File: src/rtl/msi_pkg.sv
// How it works
// level select set makes both interrupt pins active low, clear makes them active high.
// drive select set makes interrupt pins open drain, clear makes them push-pull.
// latch set holds pin until status clears; clear gives 50 us pulses.
// any-read-clears set lets any register read clear status; else status read only.
// frame-sync polarity set makes the frame-sync input active low, clear active high.
// frame-sync enable lets a transition to the active level raise an interrupt.
// routing clear puts everything on primary pin; set moves all but data ready.
// motion-wake enable field 111 enables the motion-wake interrupt, 000 disables it.
// overrun enable lets a buffer overflow raise an interrupt.
// enable register bit 2 enables the gyro drive ready interrupt.
// enable register bit 0 enables the data ready interrupt.
// motion-wake status field reads 111 after the event, clears on status read.
// overrun flag sets on buffer overflow, clears after the status register is read.
// data ready flag sets on data ready, clears after the status register is read.
// accel axes read as high then low byte, x, y, z, from x high.
// temperature reads as high byte then low byte at consecutive addresses.
// frame-sync flag sets on frame-sync interrupt, clears after its register is read.
// with latch set, a pin asserts while any enabled event routed to it is pending.
// reserved bits of config, enable and status read zero and ignore writes.
package msi_pkg;

  // ----------------------------------------
  // register offsets
  // ----------------------------------------
  localparam logic [6:0] OFS_FRAME_SYNC_FLAGS = 7'h36;
  localparam logic [6:0] OFS_PIN_CONFIG = 7'h37;
  localparam logic [6:0] OFS_ENABLE_MASK = 7'h38;
  localparam logic [6:0] OFS_EVENT_FLAGS = 7'h3A;
  localparam logic [6:0] OFS_ACCEL_X_HIGH = 7'h3B;
  localparam logic [6:0] OFS_ACCEL_X_LOW = 7'h3C;
  localparam logic [6:0] OFS_ACCEL_Y_HIGH = 7'h3D;
  localparam logic [6:0] OFS_ACCEL_Y_LOW = 7'h3E;
  localparam logic [6:0] OFS_ACCEL_Z_HIGH = 7'h3F;
  localparam logic [6:0] OFS_ACCEL_Z_LOW = 7'h40;
  localparam logic [6:0] OFS_TEMP_HIGH = 7'h41;
  localparam logic [6:0] OFS_TEMP_LOW = 7'h42;

  // ----------------------------------------
  // field positions
  // ----------------------------------------
  localparam int CFG_ACTIVE_LOW_BIT = 7;
  localparam int CFG_OPEN_DRAIN_BIT = 6;
  localparam int CFG_LATCH_BIT = 5;
  localparam int CFG_ANY_READ_CLEAR_BIT = 4;
  localparam int CFG_FRAME_SYNC_POLARITY_BIT = 3;
  localparam int CFG_FRAME_SYNC_IRQ_ENABLE_BIT = 2;
  localparam int CFG_SECOND_PIN_ROUTING_BIT = 0;
  localparam int EN_MOTION_WAKE_LSB = 5;
  localparam int EN_BUFFER_OVERRUN_BIT = 4;
  localparam int EN_GYRO_DRIVE_READY_BIT = 2;
  localparam int EN_DATA_READY_BIT = 0;
  localparam int FRAME_SYNC_FLAG_BIT = 7;

  // ----------------------------------------
  // masks, codes and reset values
  // ----------------------------------------
  localparam logic [7:0] PIN_CONFIG_MASK = 8'hFD;
  localparam logic [7:0] ENABLE_MASK_BITS = 8'hF5;
  localparam logic [7:0] PIN_CONFIG_RESET = 8'h00;
  localparam logic [7:0] ENABLE_MASK_RESET = 8'h00;
  localparam logic [2:0] MOTION_WAKE_ALL = 3'h7;
  localparam logic [2:0] MOTION_WAKE_NONE = 3'h0;
  localparam int NUM_SOURCES = 5;
  localparam logic [4:0] SRC_DATA_READY_MASK = 5'h01;

  // ----------------------------------------
  // timing
  // ----------------------------------------
  localparam int CLK_PERIOD_NS = 100;
  localparam int IRQ_PULSE_NS = 50000;
  localparam int IRQ_PULSE_CYC = (IRQ_PULSE_NS + CLK_PERIOD_NS - 1) / CLK_PERIOD_NS;

  // ----------------------------------------
  // carriers
  // ----------------------------------------
  typedef struct packed {
    logic [15:0] accel_x;
    logic [15:0] accel_y;
    logic [15:0] accel_z;
    logic [15:0] temperature;
  } msi_sample_t;

  typedef struct packed {
    logic motion_wake;
    logic buffer_overrun;
    logic gyro_drive_ready;
    logic data_ready;
  } msi_events_t;

endpackage

File: src/rtl/msi_sync.sv
`timescale 1ns/1ns
module msi_sync (
  input wire logic core_clk_i,
  input wire logic rst_i,
  input wire logic async_i,
  output logic sync_o
);

  logic meta_q;
  logic sync_q;

  // ----------------------------------------
  // two-stage synchroniser
  // ----------------------------------------
  always_ff @(posedge core_clk_i) begin
    if (rst_i) begin
      meta_q <= 1'b0;
      sync_q <= 1'b0;
    end else begin
      meta_q <= async_i;
      sync_q <= meta_q;
    end
  end

  assign sync_o = sync_q;

endmodule

File: src/rtl/msi_irq_pin.sv
`timescale 1ns/1ns
module msi_irq_pin #(
  parameter int PULSE_CYC = msi_pkg::IRQ_PULSE_CYC
) (
  input wire logic core_clk_i,
  input wire logic rst_i,
  input wire logic pending_i,
  input wire logic trigger_i,
  input wire logic latch_en_i,
  input wire logic active_low_i,
  input wire logic open_drain_i,
  output logic pin_o,
  output logic pin_oe_o
);

  localparam int CW = $clog2(PULSE_CYC + 1);

  logic [CW-1:0] cnt_q, cnt_d;
  logic busy_q, busy_d;
  logic pin_q, pin_d;
  logic oe_q, oe_d;
  logic active;
  logic level;
  logic [CW-1:0] run_q, run_d;

  // ----------------------------------------
  // pulse timer and pin drive
  // ----------------------------------------
  always_comb begin
    cnt_d = cnt_q;
    busy_d = busy_q;
    if (busy_q) begin
      if (cnt_q == CW'(PULSE_CYC - 1)) begin
        busy_d = 1'b0;
        cnt_d = '0;
      end else begin
        cnt_d = cnt_q + CW'(1);
      end
    end else if (trigger_i && !latch_en_i) begin
      busy_d = 1'b1;
      cnt_d = '0;
    end
    active = latch_en_i ? pending_i : busy_d;
    level = active ^ active_low_i;
    if (open_drain_i) begin
      pin_d = 1'b0;
      oe_d = ~level;
    end else begin
      pin_d = level;
      oe_d = 1'b1;
    end
  end

  always_ff @(posedge core_clk_i) begin
    if (rst_i) begin
      cnt_q <= '0;
      busy_q <= 1'b0;
      pin_q <= 1'b0;
      oe_q <= 1'b1;
    end else begin
      cnt_q <= cnt_d;
      busy_q <= busy_d;
      pin_q <= pin_d;
      oe_q <= oe_d;
    end
  end

  // ----------------------------------------
  // pulse length monitor for the checks
  // ----------------------------------------
  always_comb begin
    run_d = busy_q ? run_q + CW'(1) : '0;
  end

  always_ff @(posedge core_clk_i) begin
    if (rst_i) begin
      run_q <= '0;
    end else begin
      run_q <= run_d;
    end
  end

  assign pin_o = pin_q;
  assign pin_oe_o = oe_q;

  // ----------------------------------------
  // checks
  // ----------------------------------------
  pulse_width_a: assert property (@(posedge core_clk_i) disable iff (rst_i)
    $fell(busy_q) |-> (run_q == CW'(PULSE_CYC)))
    else $error("pulse width not the configured length");

  latch_hold_a: assert property (@(posedge core_clk_i) disable iff (rst_i)
    (latch_en_i && pending_i && !open_drain_i) |=> (pin_o == !$past(active_low_i)))
    else $error("latched pin not asserted while pending");

  drain_low_a: assert property (@(posedge core_clk_i) disable iff (rst_i)
    $past(open_drain_i) |-> (!pin_o && (pin_oe_o == !$past(level))))
    else $error("open drain pin drove high");

endmodule

File: src/rtl/msi_irq_ctrl.sv
`timescale 1ns/1ns
module msi_irq_ctrl #(
  parameter int PULSE_CYC = msi_pkg::IRQ_PULSE_CYC
) (
  input wire logic core_clk_i,
  input wire logic rst_i,
  input wire logic [6:0] reg_addr_i,
  input wire logic reg_rd_i,
  input wire logic reg_wr_i,
  input wire logic [7:0] reg_wdata_i,
  output logic [7:0] reg_rdata_o,
  input wire msi_pkg::msi_events_t events_i,
  input wire msi_pkg::msi_sample_t sample_i,
  input wire logic frame_sync_input_i,
  output logic irq_pin_o,
  output logic irq_pin_oe_o,
  output logic second_irq_pin_o,
  output logic second_irq_pin_oe_o
);

  localparam int NS = msi_pkg::NUM_SOURCES;

  // ----------------------------------------
  // state
  // ----------------------------------------
  logic [7:0] cfg_q, cfg_d;
  logic [7:0] en_q, en_d;
  logic [2:0] wake_flag_q, wake_flag_d;
  logic overrun_flag_q, overrun_flag_d;
  logic gyro_flag_q, gyro_flag_d;
  logic drdy_flag_q, drdy_flag_d;
  logic fs_flag_q, fs_flag_d;
  logic fs_prev_q, fs_prev_d;
  logic [7:0] rdata_q, rdata_d;

  logic fs_sync;
  logic fs_lvl;
  logic fs_prev_lvl;
  logic fs_event;
  logic clr_status;
  logic clr_fs;
  logic [NS-1:0] src_set;
  logic [NS-1:0] src_pend;
  logic [NS-1:0] src_en;
  logic [NS-1:0] route_second;
  logic [NS-1:0] route_pri;
  logic pend_pri;
  logic pend_second;
  logic trig_pri;
  logic trig_second;
  logic wake_enabled;

  // ----------------------------------------
  // frame-sync input
  // ----------------------------------------
  msi_sync u_fs_sync (
    .core_clk_i(core_clk_i),
    .rst_i(rst_i),
    .async_i(frame_sync_input_i),
    .sync_o(fs_sync)
  );

  always_comb begin
    fs_prev_d = fs_sync;
    fs_lvl = cfg_q[msi_pkg::CFG_FRAME_SYNC_POLARITY_BIT] ? ~fs_sync : fs_sync;
    fs_prev_lvl = cfg_q[msi_pkg::CFG_FRAME_SYNC_POLARITY_BIT] ? ~fs_prev_q : fs_prev_q;
    fs_event = cfg_q[msi_pkg::CFG_FRAME_SYNC_IRQ_ENABLE_BIT] && fs_lvl && !fs_prev_lvl;
  end

  // ----------------------------------------
  // configuration and enable registers
  // ----------------------------------------
  always_comb begin
    cfg_d = cfg_q;
    en_d = en_q;
    if (reg_wr_i && reg_addr_i == msi_pkg::OFS_PIN_CONFIG) begin
      cfg_d = reg_wdata_i & msi_pkg::PIN_CONFIG_MASK;
    end
    if (reg_wr_i && reg_addr_i == msi_pkg::OFS_ENABLE_MASK) begin
      en_d = reg_wdata_i & msi_pkg::ENABLE_MASK_BITS;
    end
  end

  // ----------------------------------------
  // event flags, set wins over clear
  // ----------------------------------------
  always_comb begin
    clr_status = reg_rd_i && (reg_addr_i == msi_pkg::OFS_EVENT_FLAGS ||
                              cfg_q[msi_pkg::CFG_ANY_READ_CLEAR_BIT]);
    clr_fs = reg_rd_i && (reg_addr_i == msi_pkg::OFS_FRAME_SYNC_FLAGS ||
                          cfg_q[msi_pkg::CFG_ANY_READ_CLEAR_BIT]);
    wake_flag_d = wake_flag_q;
    overrun_flag_d = overrun_flag_q;
    gyro_flag_d = gyro_flag_q;
    drdy_flag_d = drdy_flag_q;
    fs_flag_d = fs_flag_q;
    if (events_i.motion_wake) begin
      wake_flag_d = msi_pkg::MOTION_WAKE_ALL;
    end else if (clr_status) begin
      wake_flag_d = msi_pkg::MOTION_WAKE_NONE;
    end
    if (events_i.buffer_overrun) begin
      overrun_flag_d = 1'b1;
    end else if (clr_status) begin
      overrun_flag_d = 1'b0;
    end
    if (events_i.gyro_drive_ready) begin
      gyro_flag_d = 1'b1;
    end else if (clr_status) begin
      gyro_flag_d = 1'b0;
    end
    if (events_i.data_ready) begin
      drdy_flag_d = 1'b1;
    end else if (clr_status) begin
      drdy_flag_d = 1'b0;
    end
    if (fs_event) begin
      fs_flag_d = 1'b1;
    end else if (clr_fs) begin
      fs_flag_d = 1'b0;
    end
  end

  // ----------------------------------------
  // routing and pin requests
  // ----------------------------------------
  always_comb begin
    wake_enabled = en_q[msi_pkg::EN_MOTION_WAKE_LSB +: 3] == msi_pkg::MOTION_WAKE_ALL;
    src_en = {cfg_q[msi_pkg::CFG_FRAME_SYNC_IRQ_ENABLE_BIT],
              wake_enabled,
              en_q[msi_pkg::EN_BUFFER_OVERRUN_BIT],
              en_q[msi_pkg::EN_GYRO_DRIVE_READY_BIT],
              en_q[msi_pkg::EN_DATA_READY_BIT]};
    src_set = {fs_event, events_i.motion_wake, events_i.buffer_overrun,
               events_i.gyro_drive_ready, events_i.data_ready};
    src_pend = {fs_flag_q, wake_flag_q == msi_pkg::MOTION_WAKE_ALL, overrun_flag_q,
                gyro_flag_q, drdy_flag_q};
    route_second = cfg_q[msi_pkg::CFG_SECOND_PIN_ROUTING_BIT] ?
                   ~msi_pkg::SRC_DATA_READY_MASK : '0;
    route_pri = ~route_second;
    pend_pri = |(src_pend & src_en & route_pri);
    pend_second = |(src_pend & src_en & route_second);
    trig_pri = |(src_set & src_en & route_pri);
    trig_second = |(src_set & src_en & route_second);
  end

  msi_irq_pin #(
    .PULSE_CYC(PULSE_CYC)
  ) u_pin_pri (
    .core_clk_i(core_clk_i),
    .rst_i(rst_i),
    .pending_i(pend_pri),
    .trigger_i(trig_pri),
    .latch_en_i(cfg_q[msi_pkg::CFG_LATCH_BIT]),
    .active_low_i(cfg_q[msi_pkg::CFG_ACTIVE_LOW_BIT]),
    .open_drain_i(cfg_q[msi_pkg::CFG_OPEN_DRAIN_BIT]),
    .pin_o(irq_pin_o),
    .pin_oe_o(irq_pin_oe_o)
  );

  msi_irq_pin #(
    .PULSE_CYC(PULSE_CYC)
  ) u_pin_second (
    .core_clk_i(core_clk_i),
    .rst_i(rst_i),
    .pending_i(pend_second),
    .trigger_i(trig_second),
    .latch_en_i(cfg_q[msi_pkg::CFG_LATCH_BIT]),
    .active_low_i(cfg_q[msi_pkg::CFG_ACTIVE_LOW_BIT]),
    .open_drain_i(cfg_q[msi_pkg::CFG_OPEN_DRAIN_BIT]),
    .pin_o(second_irq_pin_o),
    .pin_oe_o(second_irq_pin_oe_o)
  );

  // ----------------------------------------
  // read data
  // ----------------------------------------
  always_comb begin
    rdata_d = rdata_q;
    if (reg_rd_i) begin
      unique case (reg_addr_i)
        msi_pkg::OFS_FRAME_SYNC_FLAGS: rdata_d = {fs_flag_q, 7'h00};
        msi_pkg::OFS_PIN_CONFIG: rdata_d = cfg_q;
        msi_pkg::OFS_ENABLE_MASK: rdata_d = en_q;
        msi_pkg::OFS_EVENT_FLAGS: rdata_d = {wake_flag_q, overrun_flag_q, 1'b0, gyro_flag_q, 1'b0,
                                             drdy_flag_q};
        msi_pkg::OFS_ACCEL_X_HIGH: rdata_d = sample_i.accel_x[15:8];
        msi_pkg::OFS_ACCEL_X_LOW: rdata_d = sample_i.accel_x[7:0];
        msi_pkg::OFS_ACCEL_Y_HIGH: rdata_d = sample_i.accel_y[15:8];
        msi_pkg::OFS_ACCEL_Y_LOW: rdata_d = sample_i.accel_y[7:0];
        msi_pkg::OFS_ACCEL_Z_HIGH: rdata_d = sample_i.accel_z[15:8];
        msi_pkg::OFS_ACCEL_Z_LOW: rdata_d = sample_i.accel_z[7:0];
        msi_pkg::OFS_TEMP_HIGH: rdata_d = sample_i.temperature[15:8];
        msi_pkg::OFS_TEMP_LOW: rdata_d = sample_i.temperature[7:0];
        default: rdata_d = 8'h00;
      endcase
    end
  end

  // ----------------------------------------
  // registers
  // ----------------------------------------
  always_ff @(posedge core_clk_i) begin
    if (rst_i) begin
      cfg_q <= msi_pkg::PIN_CONFIG_RESET;
      en_q <= msi_pkg::ENABLE_MASK_RESET;
      wake_flag_q <= msi_pkg::MOTION_WAKE_NONE;
      overrun_flag_q <= 1'b0;
      gyro_flag_q <= 1'b0;
      drdy_flag_q <= 1'b0;
      fs_flag_q <= 1'b0;
      fs_prev_q <= 1'b0;
      rdata_q <= 8'h00;
    end else begin
      cfg_q <= cfg_d;
      en_q <= en_d;
      wake_flag_q <= wake_flag_d;
      overrun_flag_q <= overrun_flag_d;
      gyro_flag_q <= gyro_flag_d;
      drdy_flag_q <= drdy_flag_d;
      fs_flag_q <= fs_flag_d;
      fs_prev_q <= fs_prev_d;
      rdata_q <= rdata_d;
    end
  end

  assign reg_rdata_o = rdata_q;

  // ----------------------------------------
  // checks
  // ----------------------------------------
  cfg_write_a: assert property (@(posedge core_clk_i) disable iff (rst_i)
    (reg_wr_i && reg_addr_i == msi_pkg::OFS_PIN_CONFIG) |=> (cfg_q == ($past(reg_wdata_i) & 8'hFD)))
    else $error("config write not stored with reserved bit zero");

  status_clear_a: assert property (@(posedge core_clk_i) disable iff (rst_i)
    (reg_rd_i && reg_addr_i == msi_pkg::OFS_EVENT_FLAGS && !events_i.buffer_overrun)
    |=> !overrun_flag_q)
    else $error("overrun flag survived status read");

  set_wins_a: assert property (@(posedge core_clk_i) disable iff (rst_i)
    (events_i.data_ready && clr_status) |=> drdy_flag_q ##1 (drdy_flag_q || $past(clr_status)))
    else $error("data ready lost in clear cycle");

  wake_status_a: assert property (@(posedge core_clk_i) disable iff (rst_i)
    events_i.motion_wake |=> (wake_flag_q == msi_pkg::MOTION_WAKE_ALL))
    else $error("motion wake field not all ones");

  fs_blocked_a: assert property (@(posedge core_clk_i) disable iff (rst_i)
    (!cfg_q[2] && !fs_flag_q) |=> !fs_flag_q)
    else $error("disabled frame sync raised a flag");

  route_split_a: assert property (@(posedge core_clk_i) disable iff (rst_i)
    cfg_q[0] |-> (pend_pri == (drdy_flag_q && en_q[0])))
    else $error("primary pin carries more than data ready");

  route_single_a: assert property (@(posedge core_clk_i) disable iff (rst_i)
    !cfg_q[0] |-> (!pend_second && !trig_second))
    else $error("second pin used while routing clear");

  any_read_a: assert property (@(posedge core_clk_i) disable iff (rst_i)
    (reg_rd_i && cfg_q[4] && !fs_event) |=> !fs_flag_q)
    else $error("any read did not clear frame sync flag");

  enable_write_a: assert property (@(posedge core_clk_i) disable iff (rst_i)
    (reg_wr_i && reg_addr_i == msi_pkg::OFS_ENABLE_MASK) |=> (en_q == ($past(reg_wdata_i) & 8'hF5)))
    else $error("enable write not stored with reserved bits zero");

  status_reserved_a: assert property (@(posedge core_clk_i) disable iff (rst_i)
    (reg_rd_i && reg_addr_i == msi_pkg::OFS_EVENT_FLAGS) |=> ((reg_rdata_o & 8'h0A) == 8'h00))
    else $error("reserved status bits read as one");

  fs_reserved_a: assert property (@(posedge core_clk_i) disable iff (rst_i)
    (reg_rd_i && reg_addr_i == msi_pkg::OFS_FRAME_SYNC_FLAGS) |=> (reg_rdata_o[6:0] == 7'h00))
    else $error("reserved frame sync bits read as one");

  accel_read_a: assert property (@(posedge core_clk_i) disable iff (rst_i)
    (reg_rd_i && reg_addr_i == msi_pkg::OFS_ACCEL_X_HIGH) |=>
    (reg_rdata_o == $past(sample_i.accel_x[15:8])))
    else $error("accel x high byte read wrong");

  temp_read_a: assert property (@(posedge core_clk_i) disable iff (rst_i)
    (reg_rd_i && reg_addr_i == msi_pkg::OFS_TEMP_LOW) |=>
    (reg_rdata_o == $past(sample_i.temperature[7:0])))
    else $error("temperature low byte read wrong");

  overrun_set_a: assert property (@(posedge core_clk_i) disable iff (rst_i)
    events_i.buffer_overrun |=> overrun_flag_q)
    else $error("overrun flag not set by overflow");

  drdy_set_a: assert property (@(posedge core_clk_i) disable iff (rst_i)
    events_i.data_ready |=> drdy_flag_q)
    else $error("data ready flag not set by event");

  fs_set_a: assert property (@(posedge core_clk_i) disable iff (rst_i)
    fs_event |=> fs_flag_q)
    else $error("frame sync flag not set by event");

  fs_read_a: assert property (@(posedge core_clk_i) disable iff (rst_i)
    (reg_rd_i && reg_addr_i == msi_pkg::OFS_FRAME_SYNC_FLAGS && !fs_event) |=> !fs_flag_q)
    else $error("frame sync flag survived its read");

  fs_edge_a: assert property (@(posedge core_clk_i) disable iff (rst_i)
    fs_event |-> (fs_sync != fs_prev_q && fs_sync != cfg_q[msi_pkg::CFG_FRAME_SYNC_POLARITY_BIT]))
    else $error("frame sync event on wrong level");

  masked_quiet_a: assert property (@(posedge core_clk_i) disable iff (rst_i)
    (en_q[7:5] != 3'h7 && !en_q[4] && !en_q[2] && !en_q[0] && !cfg_q[2]) |->
    !(pend_pri || pend_second || trig_pri || trig_second))
    else $error("disabled source requested a pin");

endmodule

File: config.mk
export PLATFORM = sky130hd
export DESIGN_NAME = msi_irq_ctrl
export DESIGN_NICKNAME = d
export VERILOG_FILES = /design/src/rtl/msi_pkg.sv /design/src/rtl/msi_sync.sv /design/src/rtl/msi_irq_pin.sv /design/src/rtl/msi_irq_ctrl.sv
export SDC_FILE = /design/constraint.sdc
export NUM_CORES = 1
export LEC_CHECK = 0
export ABC_AREA = 1
export BUFFER_PORTS_ARGS = -buffer_cell sky130_fd_sc_hd__clkbuf_2
export CORE_ASPECT_RATIO = 1.2
export CORE_MARGIN = 4
export CORE_UTILIZATION = 47
export DETAILED_ROUTE_END_ITERATION = 12
export PLACE_DENSITY = 0.77
export SLEW_MARGIN = 10
export SYNTH_ARGS = -nofsm -noshare
export SYNTH_HDL_FRONTEND = slang
export SYNTH_HIERARCHICAL = 1
export SYNTH_SLANG_ARGS = --single-unit
File: constraint.sdc
create_clock -name core_clk_i -period 1.6 [get_ports core_clk_i]
set_clock_uncertainty 0.2 [all_clocks]
set_input_delay 0.32 -clock core_clk_i [delete_from_list [all_inputs] [get_ports core_clk_i]]
set_output_delay 0.32 -clock core_clk_i [all_outputs]
set_load 0.03 [all_outputs]
# After elaboration in Yosys (flattened, before gate mapping)
# Index checks and enable logic that the tools add are counted.
[classes]
reduce_logical = 25
n_eq_ne = 16
n_addsub = 2
n_bitwise = 14
mux = 26
[ops]
columns = ["op", "count"]
rows = [
  ["8-bit case mux with 12 select lines", 1],
  ["7-bit by 6-bit equality test with 1-bit output (second input constant)", 9],
  ["9-bit two-way mux", 6],
  ["5-bit bitwise AND", 6],
  ["7-bit equality test (second input constant)", 3],
  ["5-bit OR reduction", 4],
  ["9-bit by 1-bit adder with 9-bit output (second input constant)", 2],
  ["9-bit equality test (second input constant)", 2],
  ["1-bit two-way mux", 16],
  ["2-bit nonzero test", 7],
  ["1-bit logical AND", 8],
  ["3-bit equality test (second input constant)", 2],
  ["3-bit two-way mux", 2],
  ["5-bit two-way mux", 1],
  ["1-bit NOT", 5],
  ["5-bit NOT", 1],
  ["2-bit OR reduction", 2],
  ["1-bit zero test", 2],
  ["1-bit logical OR", 2],
  ["1-bit bitwise XOR", 2],
]
[totals]
register_bits = 55
in_bits = 88
wordCells = 102
output_inout_bits = 12

# Depth between registers and ports, before layout
[logic_depth]
depth_word = 13
mapped_depth = 13
depth_no_buf = 13

# Hierarchy
# Netlist, hierarchy kept.
[modules_own_cells]
columns = ["module", "area_each_um2", "cells_per_inst", "seq_area_each_um2", "n_inst"]
rows = [
  ["msi_irq_ctrl", 2003.2, 329, 540.5, 1],
  ["msi_irq_pin", 611.8, 89, 240.2, 2],
  ["msi_sync", 55.1, 6, 40.0, 1],
]

# Least setup slack after synthesis
# No wires, ideal clock.
[synth_timing]
path_kind = "register to register"
startpoint = "register u_fs_sync.sync_q (netlist: u_fs_sync/sync_o)"
endpoint = "register u_pin_pri.cnt_q[5]"
setup_ps = 118
path_stages_with_launch = 12
n_path_buf = 0
arrival_ps = 1280
path_slack_ps = 1
period_less_slack_ps = 1599
path_cell_list = "dfxtp_1 inv_1 nor2_1 o21ai_0 nor2_1 nor2_1 o22ai_1 nand2_1 nand2_1 inv_1 o21ai_1 nor3_1"
[synth_via]
elab_chain_cells = 9
[synth_lines]
columns = ["element", "line", "text"]
rows = [
  ["from (decl)", "msi_sync.sv:10", "logic sync_q;"],
  ["from (signal assigned)", "msi_sync.sv:21", "sync_q <= meta_q;"],
  ["1-bit NOT", "msi_irq_ctrl.sv:65", "fs_lvl = cfg_q[msi_pkg::CFG_FRAME_SYNC_POLARITY_BIT] ? ~fs_sync : fs_sync;"],
  ["1-bit two-way mux (*)", "msi_irq_ctrl.sv:65", ""],
  ["1-bit logical AND (*) (2 in a row)", "msi_irq_ctrl.sv:67", "fs_event = cfg_q[msi_pkg::CFG_FRAME_SYNC_IRQ_ENABLE_BIT] && fs_lvl && !fs_prev_lvl;"],
  ["5-bit bitwise AND (*) (2 in a row)", "msi_irq_ctrl.sv:143", "trig_pri = |(src_set & src_en & route_pri);"],
  ["5-bit OR reduction (*)", "msi_irq_ctrl.sv:143", ""],
  ["named net trig_pri", "msi_irq_ctrl.sv:49", "logic trig_pri;"],
  ["1-bit logical AND (*)", "msi_irq_pin.sv:39", "end else if (trigger_i && !latch_en_i) begin"],
  ["2-bit nonzero test (no source line) (*)", "-", ""],
  ["to (signal assigned)", "msi_irq_pin.sv:61", "cnt_q <= cnt_d;"],
  ["to (decl)", "msi_irq_pin.sv:18", "logic [CW-1:0] cnt_q, cnt_d;"],
]
# Mark *: on every way through the listed nets, which the timed path passes. The rest lies on a longest branch.
# A chain may end at the register's enable or synchronous reset.

# Worst setup path in the final report
[layout_timing]
startpoint = "register en_q[5]"
endpoint = "register u_pin_second.cnt_q[8]"
[layout_via]
elab_chain_cells = 6
[layout_lines]
columns = ["element", "line", "text"]
rows = [
  ["from (decl)", "msi_irq_ctrl.sv:27", "logic [7:0] en_q, en_d;"],
  ["from (signal assigned)", "msi_irq_ctrl.sv:206", "en_q <= msi_pkg::ENABLE_MASK_RESET;"],
  ["from (signal assigned)", "msi_irq_ctrl.sv:216", "en_q <= en_d;"],
  ["3-bit equality test", "msi_irq_ctrl.sv:128", "wake_enabled = en_q[msi_pkg::EN_MOTION_WAKE_LSB +: 3] == msi_pkg::MOTION_WAKE_ALL;"],
  ["5-bit bitwise AND (2 in a row)", "msi_irq_ctrl.sv:144", "trig_second = |(src_set & src_en & route_second);"],
  ["5-bit OR reduction", "msi_irq_ctrl.sv:144", ""],
  ["named net trig_second", "msi_irq_ctrl.sv:50", "logic trig_second;"],
  ["1-bit logical AND", "msi_irq_pin.sv:39", ""],
  ["2-bit nonzero test (no source line)", "-", ""],
  ["to (signal assigned)", "msi_irq_pin.sv:61", ""],
  ["to (decl)", "msi_irq_pin.sv:18", ""],
]
# The timed path passes the listed nets, and every way through them passes these cells.

==> flow_summary.json <==
{
  "power.density_nw_per_um2": 606,
  "yosysSeqAreaShare": 0.323,
  "synthSimpleGateAreaFrac": 0.464,
  "wl_um": 9780,
  "drc": 0,
  "swShare": 0.230,
  "grt_max_degree": 41,
  "crit_family": "simple AND/OR/NAND/NOR gates",
  "clockBufferDepth": 2,
  "htreeDepth": 2,
  "p_clk_frac": 0.389,
  "clkSlewWorstSetupHoldPaths_ns": 0.09,
  "first_global_vias": 3642,
  "cts_tree": "built",
  "clock.fmax_mhz": 562,
  "fin_area_um2": 4510,
  "reg2regPathDepth": 10,
  "synthMuxAreaShare": 0,
  "syn_nets": 603,
  "critPathMaxStageDelay_ns": 0.34,
  "drive_above_1_share": 0.346,
  "synthArstFlopShare": 0,
  "synth.avg_cell_area_um2": 6.40,
  "finalCritPeriodShare": 1.11,
  "fp.dieH_um": 99.5,
  "p_comb_frac": 0.119,
  "end_kind": "flop",
  "overflow": 0,
  "dpl-instance-area_um2": 4070,
  "start_kind": "flop",
  "track_usage": 0.226,
  "path_buf_inv": 2,
  "coreArea_um2": 6810,
  "synthesis.area_um2": 3280,
  "yosys.area.top_type_share": 0.323,
  "synth_top_family_by_area": "simple AND/OR/NAND/NOR gates",
  "layout-area-overhead-vs-synth_pct": 37.4,
  "maxSlewHeadroom": 0.626,
  "via_count": 3820,
  "cp.required_ns": 1.60,
  "viasPerCell": 5.24,
  "setup_ws_ns": -0.180,
  "hold_path_class": "input pin to flop",
  "crit_slowest_cell": "dfxtp_2",
  "slew_violations": 0,
  "cp_common_cell": "nor2_2",
  "synth_xor_area_frac": 0.0107,
  "insertedDiodeCount": 0,
  "p_switching_uw": 629,
  "synth-seq-cells": 53,
  "synth_compound_area_frac": 0.106,
  "cp_max_fo": 7,
  "synthTopCellsByArea": "dfxtp_1, nand3_1, nand2_1",
  "worst_pin_slew_ns": 0.558,
  "finalHoldViolCount": 0,
  "start_util": 0.482,
  "fill_cells": 582,
  "rsz0062_at_grt": "yes",
  "detail_route.first_pass.iterations": 5,
  "io_pins": 100,
  "drtAntennaViolNets": 0,
  "ys_types": 28,
  "crit_arrival_ns": 1.78,
  "irDropWorstVdd_mv": 0.578,
  "crit_cells": 10,
  "place_ws_ns": -0.261,
  "port-buffer-count": 98,
  "grt_pass1_wl_um": 15800,
  "die_area_um2": 8390,
  "clockRootBuffer": "clkbuf_8",
  "cts_sinks": 53,
  "outcome": "complete, but fails checks",
  "synth_edf_count": 0,
  "leakagePower_nw": 2.03,
  "p_int_mw": 2.10,
  "synthAdderAreaFrac": 0.00762,
  "violations": "setup timing",
  "clk_latency_ns": 0.30,
  "synth_ff_type": "dfxtp_1",
  "seqPwrFrac": 0.492,
  "worstHoldPathCells": 3,
  "routedWlPerCell_um": 13.4,
  "yosysWarningCount": 6,
  "final-setup-viol-count": 24,
  "synth_cells": 513,
  "rows": 33,
  "yosysTopAreaCell": "dfxtp_1",
  "die_w_um": 84.3,
  "path_cells": "nand3_1 > o211ai_1 > nor2_2 > nor2_2 > nand2_2 > nand2_4 > buf_12 > inv_16 > o21ai_4 > nor2_1",
  "cap_violations": 0,
  "criticalPathCategory": "flop to flop",
  "numCtsBuffers": 5,
  "place_hpwl_um": 7300,
  "fin_crit_ns": 1.78,
  "antenna_found_initial": 0,
  "first_iter_violations": 142,
  "timing.hold.ws_ns": 0.0400,
  "place.gp.congestion": 0.934,
  "final_nets": 731
}
## kinds of logic (layout without fill, tap and decap cells)
group,after synthesis,count (layout)
and+or+nand+nor,338,338
buffers and inverters,60,189
AOI/OAI and AO/OA,56,56
DFF,53,53
xor gates and xnor gates,4,4
adders and majority gates,2,2
## flip-flops by register name, summed over array words and instances (netlist names)
signal and count:
u_pin_pri/cnt_q 9, u_pin_second/cnt_q 9, reg_rdata_o 8, cfg_q 7
en_q 6, drdy_flag_q 1, fs_flag_q 1, fs_prev_q 1
gyro_flag_q 1, overrun_flag_q 1, u_fs_sync/meta_q 1, u_fs_sync/sync_o 1
u_pin_pri/busy_q 1, u_pin_pri/pin_o 1, u_pin_pri/pin_oe_o 1, u_pin_second/busy_q 1
u_pin_second/pin_o 1, u_pin_second/pin_oe_o 1, wake_flag_q 1
## cells in the final DEF, fill, tap and decap left out, types with 2 or more instances in the layout
cell,count
a211oi_1,7
a211oi_2,2
a21oi_1,17
a21oi_2,16
buf_12,5
buf_4,30
buf_6,3
bufinv_16,2
clkbuf_2,98
clkbuf_8,5
dfxtp_1,48
dfxtp_2,5
ha_1,2
inv_1,41
nand2_1,116
nand2_2,10
nand2_4,9
nand3_1,99
nand3_2,9
nand3_4,2
nand4_1,6
nor2_1,66
nor2_2,9
nor2_4,4
nor3_1,2
nor3_2,2
o21ai_0,5
o21ai_2,2
o21bai_1,2
or2_2,2
xor2_1,4
## through the flow
| stage | power, mW | setup TNS, ns | cells | util |
|---|---|---|---|---|
| floorplan | 1.51 | 0 | 513 | - |
| global placement | 1.68 | -3.85 | 717 | 0.598 |
| detailed placement | 1.69 | -5.30 | 717 | 0.598 |
| CTS | 2.74 | -1.40 | 727 | 0.631 |
| global route | 2.83 | -5.20 | 729 | 0.662 |
| finish | 2.73 | -2.39 | 729 | 0.662 |
## cell type report
cell class	count	area, µm²	share of cell area
Tap cell	87	109	0.0241
Clock inverter	3	65.1	0.0144
Inverter	44	186	0.0414
Sequential cell	53	1070	0.237
Clock buffer	5	68.8	0.0153
Timing Repair Buffer	137	860	0.191
Multi-Input combinational cell	400	2150	0.477
## synth_stat cells, types with 5 or more instances
cell	instances
nand4_1	6
dfxtp_1	53
nor2_1	72
nand3_1	105
a21oi_2	9
a21oi_1	25
inv_1	44
clkbuf_1	6
nand3_2	5
nand2_1	131
o21ai_0	6
buf_6	8
a211oi_1	9
## worst min-delay path: cells and delay by family
| family | cells | cell delay (ns) |
|---|---|---|
| simple gates | 1 | 0.07 |
| compound gates | 1 | 0.04 |
| buf+inv | 1 | 0.09 |
## final timing paths
kind | to | slack [ns] | start
hold reg to reg | u_fs_sync/sync_o | 0.21 | u_fs_sync/meta_q
setup / recovery | u_pin_second/cnt_q[8] | -0.18 | en_q[5]
setup reg to reg | u_pin_second/cnt_q[8] | -0.18 | en_q[5]
hold / removal | overrun_flag_q | 0.04 | events_i[2]
## layer usage
metal | share of wire | global-route usage | up-vias
met5 | 0 | 0 | -
met4 | 0.026 | 0.0767 | 0
met3 | 0.053 | 0.0340 | 20
met2 | 0.52 | 0.414 | 137
met1 | 0.40 | 0.266 | 1719
li1 | - | - | 1944
## power by group through the flow
stage / sequential, mW / clock (mW) / combinational (mW)
final: 1.34 / 1.06 / 0.325
after floorplan: 1.38 / 0 / 0.131
after detailed placement: 1.37 / 0 / 0.312
after CTS: 1.34 / 1.08 / 0.318
after global routing: 1.35 / 1.12 / 0.358
after global placement: 1.37 / 0 / 0.308
## repair_timing
action,in CTS,in global routing
pin swaps,19,25
hold buffers,1,0
hold endpoints to repair,1,0
gates resized for setup,26,49
endpoints found under the setup margin,24,32
buffers inserted,1,2
(Power assumes the default switching activity.)
